## src/frtc_pkg.sv

```systemverilog
/*
 * Constants for the free-running timer with input capture: register
 * offsets, bit positions inside the byte-wide registers, reset values
 * and timing figures.
 * Assumes an 8-bit register port whose addresses are byte offsets.
 */
package frtc_pkg;

    // =====================================================================
    // Register offsets
    // =====================================================================
    localparam logic [7:0] timer_control_addr = 8'h12;       // Control bits
    localparam logic [7:0] timer_flags_addr = 8'h13;         // Event flags
    localparam logic [7:0] capture_high_addr = 8'h14;        // Capture MSB
    localparam logic [7:0] capture_low_addr = 8'h15;         // Capture LSB
    localparam logic [7:0] count_high_addr = 8'h18;          // Main count MSB
    localparam logic [7:0] count_low_addr = 8'h19;           // Main count LSB
    localparam logic [7:0] alt_count_high_addr = 8'h1a;      // Alternate MSB
    localparam logic [7:0] alt_count_low_addr = 8'h1b;       // Alternate LSB
    localparam logic [7:0] analog_control_addr = 8'h1d;      // Source select

    // =====================================================================
    // Field positions
    // =====================================================================
    localparam int capture_irq_enable_bit = 7;   // In timer_control
    localparam int overflow_irq_enable_bit = 5;  // In timer_control
    localparam int capture_edge_select_bit = 1;  // In timer_control
    localparam int capture_flag_bit = 7;         // In timer_flags
    localparam int overflow_flag_bit = 5;        // In timer_flags
    localparam int capture_source_select_bit = 4; // In analog_control

    // =====================================================================
    // Values and timing
    // =====================================================================
    localparam logic [15:0] count_preset = 16'hfffc;   // Count after reset
    localparam logic [15:0] count_last = 16'hffff;     // Value before wrap
    localparam logic [1:0] prescale_last = 2'h3;       // Divide by four
    localparam logic [7:0] read_idle = 8'h00;          // Data when no read
    localparam int startup_delay_cycles = 4064;        // Oscillator startup
    localparam int startup_width = 16;                 // Startup counter bits

endpackage : frtc_pkg

```

## src/frtc_timer.sv

```systemverilog
/*
 * Sixteen-bit free-running timer with main and alternate read pairs,
 * overflow flag and interrupt, and input capture from a pin or from the
 * comparator 2 flag.
 * Assumes a single-cycle register port with read data one cycle later,
 * capture inputs that are asynchronous, and a one-cycle device reset.
 */
// Chosen here: the plain strobed port.
// What this block does
// - Counter advances every four bus clocks
// - Counter reads never disturb counting
// - Device reset presets counter to fffc
// - After power-on, wait startup delay first
// - Main count registers ignore writes
// - Main high read freezes low byte
// - Wrap from ffff sets overflow flag
// - Overflow flag with enable raises interrupt
// - Flag read, then low read clears overflow
// - Alternate pair never clears overflow flag
// - Alternate count registers ignore writes
// - Alternate high read freezes alternate low
// - Source select picks pin or comparator
// - Active edge copies counter into capture
// - Edge select bit chooses trigger polarity
// - One rising, zero falling; reset keeps it
// - Captured value is prior count plus one
// - Reset keeps capture registers
// - Capture high read blocks new captures
// - Flag read, then low read clears capture
// - Active edge sets capture flag; reset keeps
// - Capture low read never conflicts
// - Flag writes ignored; reset keeps flags
`timescale 1ns/1ps

module frtc_timer #(
    parameter int startup_cycles = frtc_pkg::startup_delay_cycles
) (
    input wire logic sys_clk,
    input wire logic sys_rst,
    input wire logic dev_rst,
    input wire logic [7:0] reg_addr,
    input wire logic [7:0] reg_wdata,
    input wire logic reg_wr,
    input wire logic reg_rd,
    output logic [7:0] reg_rdata,
    input wire logic capture_pin,
    input wire logic comparator2_flag,
    output logic timer_irq
);

    // =====================================================================
    // State
    // =====================================================================
    typedef struct packed {
        logic [1:0] prescale;        // Divide-by-four stage
        logic [15:0] count;          // Free-running counter
        logic [15:0] startup;        // Startup delay counter
        logic started;               // Delay has elapsed
        logic capture_irq_enable;    // Control bit
        logic overflow_irq_enable;   // Control bit
        logic capture_edge_select;   // Control bit, kept over device reset
        logic capture_source_select; // Analog control bit
        logic overflow_flag;         // Sticky wrap flag
        logic capture_flag;          // Sticky capture flag
        logic overflow_armed;        // Flag seen set by a flags read
        logic capture_armed;         // Flag seen set by a flags read
        logic low_frozen;            // Main low byte held
        logic [7:0] low_held;        // Main held low byte
        logic alt_low_frozen;        // Alternate low byte held
        logic [7:0] alt_low_held;    // Alternate held low byte
        logic capture_blocked;       // Capture high read, low pending
        logic [15:0] capture;        // Captured count
        logic pin_meta;              // Pin synchroniser, first stage
        logic pin_sync;              // Pin synchroniser, second stage
        logic cmp_meta;              // Comparator synchroniser, first stage
        logic cmp_sync;              // Comparator synchroniser, second stage
        logic source_prev;           // Selected source, one cycle back
        logic [7:0] rd_data;         // Registered read data
        logic irq;                   // Registered interrupt request
    } frtc_state_type;

    frtc_state_type st;       // Current state
    frtc_state_type next_st;  // Next state
    logic tick;               // Counter advances this cycle
    logic edge_hit;           // Active edge on selected source
    logic cap_evt;            // Capture taken this cycle
    logic source_now;         // Selected synchronised source

    // Startup count in cycles, trimmed to the counter width
    localparam logic [15:0] startup_last = 16'(startup_cycles - 1);

    // Next count value, shared by the counter and the capture path
    function automatic logic [15:0] frtc_inc(input logic [15:0] v);
        frtc_inc = 16'(v + 16'h0001);
    endfunction

    // =====================================================================
    // Next-state logic
    // =====================================================================
    // All behaviour in one place so that set and clear can be ordered
    always_comb begin
        logic ovf_set;
        logic ovf_clr;
        logic cap_clr;
        next_st = st;
        ovf_set = 1'b0;
        ovf_clr = 1'b0;
        cap_clr = 1'b0;
        next_st.rd_data = frtc_pkg::read_idle;

        // Startup delay runs once after power-on only
        if (!st.started) begin
            if (st.startup == startup_last) begin
                next_st.started = 1'b1;
            end else begin
                next_st.startup = frtc_inc(st.startup);
            end
        end

        // Prescaler and counter; reads never touch either
        tick = st.started && (st.prescale == frtc_pkg::prescale_last);
        if (st.started) begin
            next_st.prescale = 2'(st.prescale + 2'h1);
        end
        if (tick) begin
            next_st.count = frtc_inc(st.count);
            if (st.count == frtc_pkg::count_last) begin
                ovf_set = 1'b1;
            end
        end

        // Synchronisers; first stages feed only second stages
        next_st.pin_meta = capture_pin;
        next_st.pin_sync = st.pin_meta;
        next_st.cmp_meta = comparator2_flag;
        next_st.cmp_sync = st.cmp_meta;

        // Source mux, then edge of chosen polarity
        source_now = st.capture_source_select ? st.cmp_sync : st.pin_sync;
        next_st.source_prev = source_now;
        if (st.capture_edge_select) begin
            edge_hit = source_now && !st.source_prev;
        end else begin
            edge_hit = !source_now && st.source_prev;
        end
        // Capture takes one more than the count seen at the edge,
        // which stands for the synchroniser delay
        cap_evt = edge_hit && !st.capture_blocked;
        if (cap_evt) begin
            next_st.capture = frtc_inc(st.count);
        end

        // Register reads
        if (reg_rd) begin
            case (reg_addr)
                frtc_pkg::timer_control_addr: begin
                    next_st.rd_data[frtc_pkg::capture_irq_enable_bit] = st.capture_irq_enable;
                    next_st.rd_data[frtc_pkg::overflow_irq_enable_bit] =
                        st.overflow_irq_enable;
                    next_st.rd_data[frtc_pkg::capture_edge_select_bit] =
                        st.capture_edge_select;
                end
                frtc_pkg::timer_flags_addr: begin
                    next_st.rd_data[frtc_pkg::capture_flag_bit] = st.capture_flag;
                    next_st.rd_data[frtc_pkg::overflow_flag_bit] = st.overflow_flag;
                    // Arm only the flags that this read saw set
                    next_st.overflow_armed = st.overflow_flag;
                    next_st.capture_armed = st.capture_flag;
                end
                frtc_pkg::count_high_addr: begin
                    next_st.rd_data = st.count[15:8];
                    // Repeated high reads keep the first held byte
                    if (!st.low_frozen) begin
                        next_st.low_frozen = 1'b1;
                        next_st.low_held = st.count[7:0];
                    end
                end
                frtc_pkg::count_low_addr: begin
                    next_st.rd_data = st.low_frozen ? st.low_held : st.count[7:0];
                    next_st.low_frozen = 1'b0;
                    if (st.overflow_armed) begin
                        ovf_clr = 1'b1;
                        next_st.overflow_armed = 1'b0;
                    end
                end
                frtc_pkg::alt_count_high_addr: begin
                    next_st.rd_data = st.count[15:8];
                    if (!st.alt_low_frozen) begin
                        next_st.alt_low_frozen = 1'b1;
                        next_st.alt_low_held = st.count[7:0];
                    end
                end
                frtc_pkg::alt_count_low_addr: begin
                    // No flag side effects on this pair
                    next_st.rd_data = st.alt_low_frozen ? st.alt_low_held : st.count[7:0];
                    next_st.alt_low_frozen = 1'b0;
                end
                frtc_pkg::capture_high_addr: begin
                    next_st.rd_data = st.capture[15:8];
                    next_st.capture_blocked = 1'b1;
                end
                frtc_pkg::capture_low_addr: begin
                    // Old value returned even if a capture lands now
                    next_st.rd_data = st.capture[7:0];
                    next_st.capture_blocked = 1'b0;
                    if (st.capture_armed) begin
                        cap_clr = 1'b1;
                        next_st.capture_armed = 1'b0;
                    end
                end
                frtc_pkg::analog_control_addr: begin
                    next_st.rd_data[frtc_pkg::capture_source_select_bit] =
                        st.capture_source_select;
                end
                default: begin
                    next_st.rd_data = frtc_pkg::read_idle; // Unmapped reads zero
                end
            endcase
        end

        // Register writes; count, capture and flag writes fall to default
        if (reg_wr) begin
            case (reg_addr)
                frtc_pkg::timer_control_addr: begin
                    next_st.capture_irq_enable = reg_wdata[frtc_pkg::capture_irq_enable_bit];
                    next_st.overflow_irq_enable = reg_wdata[frtc_pkg::overflow_irq_enable_bit];
                    next_st.capture_edge_select = reg_wdata[frtc_pkg::capture_edge_select_bit];
                end
                frtc_pkg::analog_control_addr: begin
                    next_st.capture_source_select =
                        reg_wdata[frtc_pkg::capture_source_select_bit];
                end
                default: begin
                    next_st.count = next_st.count;
                end
            endcase
        end

        // Flags: an event in the clearing cycle wins
        next_st.overflow_flag = (st.overflow_flag && !ovf_clr) || ovf_set;
        next_st.capture_flag = (st.capture_flag && !cap_clr) || edge_hit;

        // Device reset: flags, edge select and capture are kept
        if (dev_rst) begin
            next_st.count = frtc_pkg::count_preset;
            next_st.prescale = 2'h0;
            next_st.capture_irq_enable = 1'b0;
            next_st.overflow_irq_enable = 1'b0;
            next_st.capture_source_select = 1'b0;
            next_st.low_frozen = 1'b0;
            next_st.alt_low_frozen = 1'b0;
            next_st.capture_blocked = 1'b0;
        end

        // Interrupt request from the next flags and enables, registered with them
        next_st.irq = (next_st.overflow_flag && next_st.overflow_irq_enable) ||
            (next_st.capture_flag && next_st.capture_irq_enable);
    end

    // =====================================================================
    // State register
    // =====================================================================
    // Power-on gives every bit a value; the startup delay then runs
    always_ff @(posedge sys_clk or posedge sys_rst) begin
        if (sys_rst) begin
            st <= '0;
            st.count <= frtc_pkg::count_preset;
        end else begin
            st <= next_st;
        end
    end

    assign reg_rdata = st.rd_data;
    assign timer_irq = st.irq;
endmodule // frtc_timer

```

## config.mk

```make
export PLATFORM = sky130hd
export DESIGN_NAME = frtc_timer
export DESIGN_NICKNAME = d
export VERILOG_FILES = /design/src/frtc_pkg.sv /design/src/frtc_timer.sv
export SDC_FILE = /design/constraint.sdc
export NUM_CORES = 1
export LEC_CHECK = 0
export BUFFER_PORTS_ARGS = -buffer_cell sky130_fd_sc_hd__buf_2
export CELL_PAD_IN_SITES_DETAIL_PLACEMENT = 1
export CELL_PAD_IN_SITES_GLOBAL_PLACEMENT = 1
export CORE_MARGIN = 10
export CORE_UTILIZATION = 52
export CTS_CLUSTER_DIAMETER = 40
export DETAILED_ROUTE_END_ITERATION = 7
export PLACE_DENSITY_LB_ADDON = 0.1
export SKIP_CTS_REPAIR_TIMING = 1
export SYNTH_ARGS = -nofsm -noshare
export SYNTH_HDL_FRONTEND = slang
export SYNTH_SLANG_ARGS = --single-unit
```

## constraint.sdc

```tcl
create_clock -name sys_clk -period 7.68 [get_ports sys_clk]
set_input_delay 1.536 -clock sys_clk [delete_from_list [all_inputs] [get_ports sys_clk]]
set_output_delay 1.536 -clock sys_clk [all_outputs]
set_load 0.01 [all_outputs]
```

== Yosys cells after proc, flatten, opt, wreduce, memory -nomap -nowiden ==
Index checks and enable logic that the tools add are counted.

* $add $sub $neg: 3
* Equal/unequal tests: 12
* Muxes and demuxes: 43
* Bitwise gates (word level): 4
* Reduce and logical (&&, ||, !) cells: 37

{| class="wikitable"
|+ Operator list
! kind !! count
|-
| == test 8 x 5 -> 1 bit, second input constant || 9
|-
| two-way mux 8 bit || 7
|-
| adder 16 x 1 -> 16 bit, second input constant || 2
|-
| two-way mux 19 bit || 1
|-
| two-way mux 18 bit || 1
|-
| two-way mux 1 bit || 17
|-
| == test 16 x 12 -> 1 bit, second input constant || 1
|-
| == test 16 bit, second input constant || 1
|-
| two-way mux 16 bit || 1
|-
| AND reduction 2 bit || 8
|-
| one-hot mux 1 bit (7 select lines) || 2
|-
| nonzero test 2 bit || 7
|-
| one-hot mux 1 bit (6 select lines) || 2
|-
| one-hot mux 1 bit (2 select lines) || 5
|-
| one-hot mux 1 bit (5 select lines) || 2
|-
| one-hot mux 2 bit (5 select lines) || 1
|-
| nonzero test 3 bit || 3
|-
| logical AND 1 bit || 8
|-
| AND reduction 3 bit || 2
|-
| zero test 1 bit || 5
|-
| two-way mux 2 bit || 2
|-
| two-way mux 4 bit || 1
|-
| inverter 1 bit || 4
|-
| logical OR 1 bit || 3
|-
| other kinds (4) || 4
|}

* Bits in registers: 92
* Input bits: 23
* Output and inout port bits: 9
* Logic and storage cells: 124

== Logic depth before layout (Yosys ltp) ==
* Depth after elaboration: 8
* Gate-level depth with buffers: 6

== Least setup slack after synthesis ==
OpenSTA, ideal clock, no wires.

* Path kind: input port to flip-flop
* Start: input reg_addr[5]
* End: register st[40] (netlist name)
* Library setup time: 0.125 ns
* Data arrival time: 2.861 ns
* Required time: 7.555 ns
* Slack: 4.694 ns
* Cell stages on the path: 5
* Path buffers: 1
* Cell sequence: or4b_1 buf_2 nor2_8 nand3_2 mux2_2

* Longest elaborated chain between the ends: 2

{| class="wikitable"
|+ RTL lines
! item !! line !! RTL
|-
| from (decl) || frtc_timer.sv:41 || <nowiki>input wire logic [7:0] reg_addr,</nowiki>
|-
| == test 8 x 5 -> 1 bit || frtc_timer.sv:155 || <nowiki>case (reg_addr)</nowiki>
|-
| AND reduction 3 bit (no source line) || -- ||
|-
| to (signal assigned) || frtc_timer.sv:269 || <nowiki>st <= next_st;</nowiki>
|-
| to (decl) || frtc_timer.sv:82 || <nowiki>frtc_state_type st;</nowiki>
|}

Every way passes these cells.
A chain may end at the register's enable or synchronous reset.

== Worst setup path after layout ==
* Start: input reg_addr[5]
* End: register st[41] (netlist name)

Same word-level chain as after synthesis.

==> flow_summary.json <==
{
  "placed_cells": 547,
  "clkLatencyLatePin_ps": 370,
  "switching_share_pct": 26.5,
  "dp_hpwl_mm": 8.35,
  "status": "finished clean",
  "ys_warn_count": 0,
  "ys_seq_area_share_pct": 49.6,
  "syn-num-nets": 467,
  "cts_buffers": 9,
  "drt_first_pass_iters": 4,
  "intPower_mw": 0.635,
  "grt_overflow_total": 0,
  "critPathLaunchType": "input pin",
  "final_cells": 563,
  "pwr-share-comb_pct": 5.6,
  "tritoncts": "done",
  "gp_congestion": 0.810,
  "globalRouteMet3Util_pct": 4.22,
  "post-route-min-period_ps": 3030,
  "postRouteAntennaNets": 0,
  "endpoint_kind": "flop",
  "grt_start_max_net_pins": 76,
  "holdWs_ps": 360,
  "io_pins": 32,
  "p_switching_mw": 0.228,
  "wl_per_cell_um": 20.5,
  "hold_path_end": "st[10]",
  "slew_viol_final": 0,
  "crit_fanout": 9,
  "r2r_end": "st[15]",
  "viasPerCell": 6.03,
  "pwr-share-seq_pct": 57.5,
  "ctsLongestPathBuffers": 2,
  "post-route-drc-count": 0,
  "synth_edf_count": 0,
  "synth.distinct_cells": 57,
  "avgSynthCellArea_um2": 10.6,
  "die_h_um": 115,
  "timing.fmax_mhz": 330,
  "drt_iter0_drc": 146,
  "startpoint": "reg_addr[5]",
  "min_from": "next_st[10]",
  "ys_ff_latch": 92,
  "regToRegStartpoint": "st[53]",
  "antennaDiodeCount": 0,
  "coreArea_um2": 8720,
  "area_growth_pct": 6.74,
  "required_ps": 7940,
  "rows": 34,
  "cts_max_level": 3,
  "die_w_um": 115,
  "port_buffers": 27,
  "cts.clk_slew.worst_paths_ps": 110,
  "vias": 3397,
  "syn_inst": 441,
  "nNetsFinal": 476,
  "power.density_nw_per_um2": 173,
  "min_path_cells": 0,
  "cts.sinks": 92,
  "slew_headroom_pct": 32.9,
  "ir_drop_mv": 0.0959,
  "clock_skew_ps": 15.3,
  "rsz0062_at_grt": "no",
  "finalSetupTns_ps": 0,
  "use_met2_pct": 30.5,
  "worstMarginPinSlew_ps": 978,
  "worst_r2r_path_depth": 4,
  "yosys_most_used_dff": "dfrtp_1",
  "finalCritPeriodShare_pct": 39.4,
  "hold_viol": 0,
  "busiest_layer": "met2",
  "use_met1_pct": 21.9,
  "async_flop_share_pct": 100,
  "drive_gt1_share_pct": 21.5,
  "cap_violations": 0,
  "regToRegSetupSlack_ps": 5380,
  "hold_path_class": "reg2reg",
  "mappedNetlistArea_um2": 4680,
  "start_util_pct": 53.6,
  "crit_type": "in2reg",
  "setup_viol": 0,
  "die-area_um2": 13200,
  "grt_pass1_vias": 3608,
  "worst_ep_arrival_time_ps": 3280,
  "leakagePower_nw": 2.26,
  "p_clk_share_pct": 36.9,
  "grt_usage_pct": 17.9,
  "root_buffer": "clkbuf_8",
  "antenna_found_initial": 0,
  "grt_first_pass_wirelength_mm": 18.8,
  "drt_wl_total_mm": 11.6
}
-- final cells by class --
type | instances | area [um2]
repair buffers | 28 | 143
fillers | 950 | 3730
flip-flops and latches | 92 | 2320
well taps | 108 | 135
multi-input cells | 307 | 2160
inverters | 12 | 46.3
clock inverters | 7 | 65.1
clock buffers | 9 | 124
-- metal layers --
metal,part of all wire (%),vias to the layer above
li1,-,1597
met1,45,1740
met2,50,49
met3,3.6,11
met4,1.4,0
met5,0,-
-- layout by cell type (no fill, tap or decap), drive strengths merged, types with 5 or more instances in the layout --
master  netlist  routed
dfrtp        78      78
nand2        36      36
mux2         29      29
buf          15      28
xnor2        24      24
nor2         24      24
nand3        19      19
a21oi        18      18
o21ai        15      15
mux2i        14      14
dfstp        14      14
inv          10      14
nor3         13      13
xor2         12      12
nand4        12      12
or3          10      10
clkbuf       15       9
and3          8       8
nand2b        7       7
o22ai         7       7
a31oi         6       6
and4          5       5
-- cell usage after synthesis (all sizes together), types with 2 or more instances --
cell    number  area share (%)
a211oi       4            0.64
a21oi       18             1.9
a22o         2            0.37
a311oi       2            0.37
a31oi        6            0.80
a32o         2            0.43
and2         2            0.27
and3         8             1.1
and3b        2            0.37
and4         5            0.94
buf         15             2.0
clkbuf      15             1.2
clkinv       2            0.16
dfrtp       78              42
dfstp       14             7.9
ha           3            0.80
inv         10            0.80
mux2        29             7.0
mux2i       14             3.0
nand2       36             2.9
nand2b       7            0.94
nand3       19             2.1
nand4       12             1.9
nor2        24             2.3
nor2b        2            0.27
nor3        13             1.4
nor4         4            0.99
nor4b        2            0.37
o21ai       15             1.6
o221a        2            0.48
o22ai        7            0.94
o31a         4            0.75
o31ai        2            0.32
o32ai        3            0.56
or3         10             1.4
or4          2            0.32
xnor2       24             4.5
xor2        12             2.2
-- logic make-up after synthesis --
group | Yosys count | synth area share [%]
and+or+nand+nor | 154 | 18.7
DFF | 92 | 49.6
AOI/OAI and AO/OA | 71 | 9.90
muxes | 43 | 9.98
buffers and inverters | 42 | 4.23
xor gates and xnor gates | 36 | 6.74
adders and majority gates | 3 | 0.803
-- flip-flops by register name, indices dropped and copies added (netlist names) --
register	count
reg_rdata	8
timer_irq	1
st	81
next_st	2
-- worst max-delay path, cell delays in order --
cell	delay [ps]
buf_2	100
or4b_1	740
nor2_8	270
nand3_2	260
mux2_2	360
-- power by group through the flow --
stage | logic (mW) | registers, mW | clock network, mW
2_1_floorplan | 0.0338 | 0.504 | 0
3_5_place_dp | 0.0492 | 0.506 | 0
4_1_cts | 0.0493 | 0.497 | 0.326
5_1_grt | 0.0535 | 0.498 | 0.351
6_report | 0.0484 | 0.497 | 0.318
3_3_place_gp | 0.0473 | 0.505 | 0
-- per-stage QoR --
stage	power [mW]	area [um2]	utilization [%]	worst slack, ps
finish	0.863	4990	57.2	4650
floorplan	0.538	4680	-	3780
CTS	0.872	4990	57.2	4670
global placement	0.553	4800	55.1	4320
detailed placement	0.555	4800	55.1	4300
global route	0.902	4990	57.2	4550
-- worst max path at each step --
stage	to	slack, ps
6_report	st[41]	4650
5_1_grt	timer_irq	4550
4_1_cts	st[41]	4670
3_5_place_dp	st[41]	4300
3_3_place_gp	reg_rdata[1]	4320
2_1_floorplan	next_st[10]	3780
Note: power is estimated with default switching activity, not from simulation.
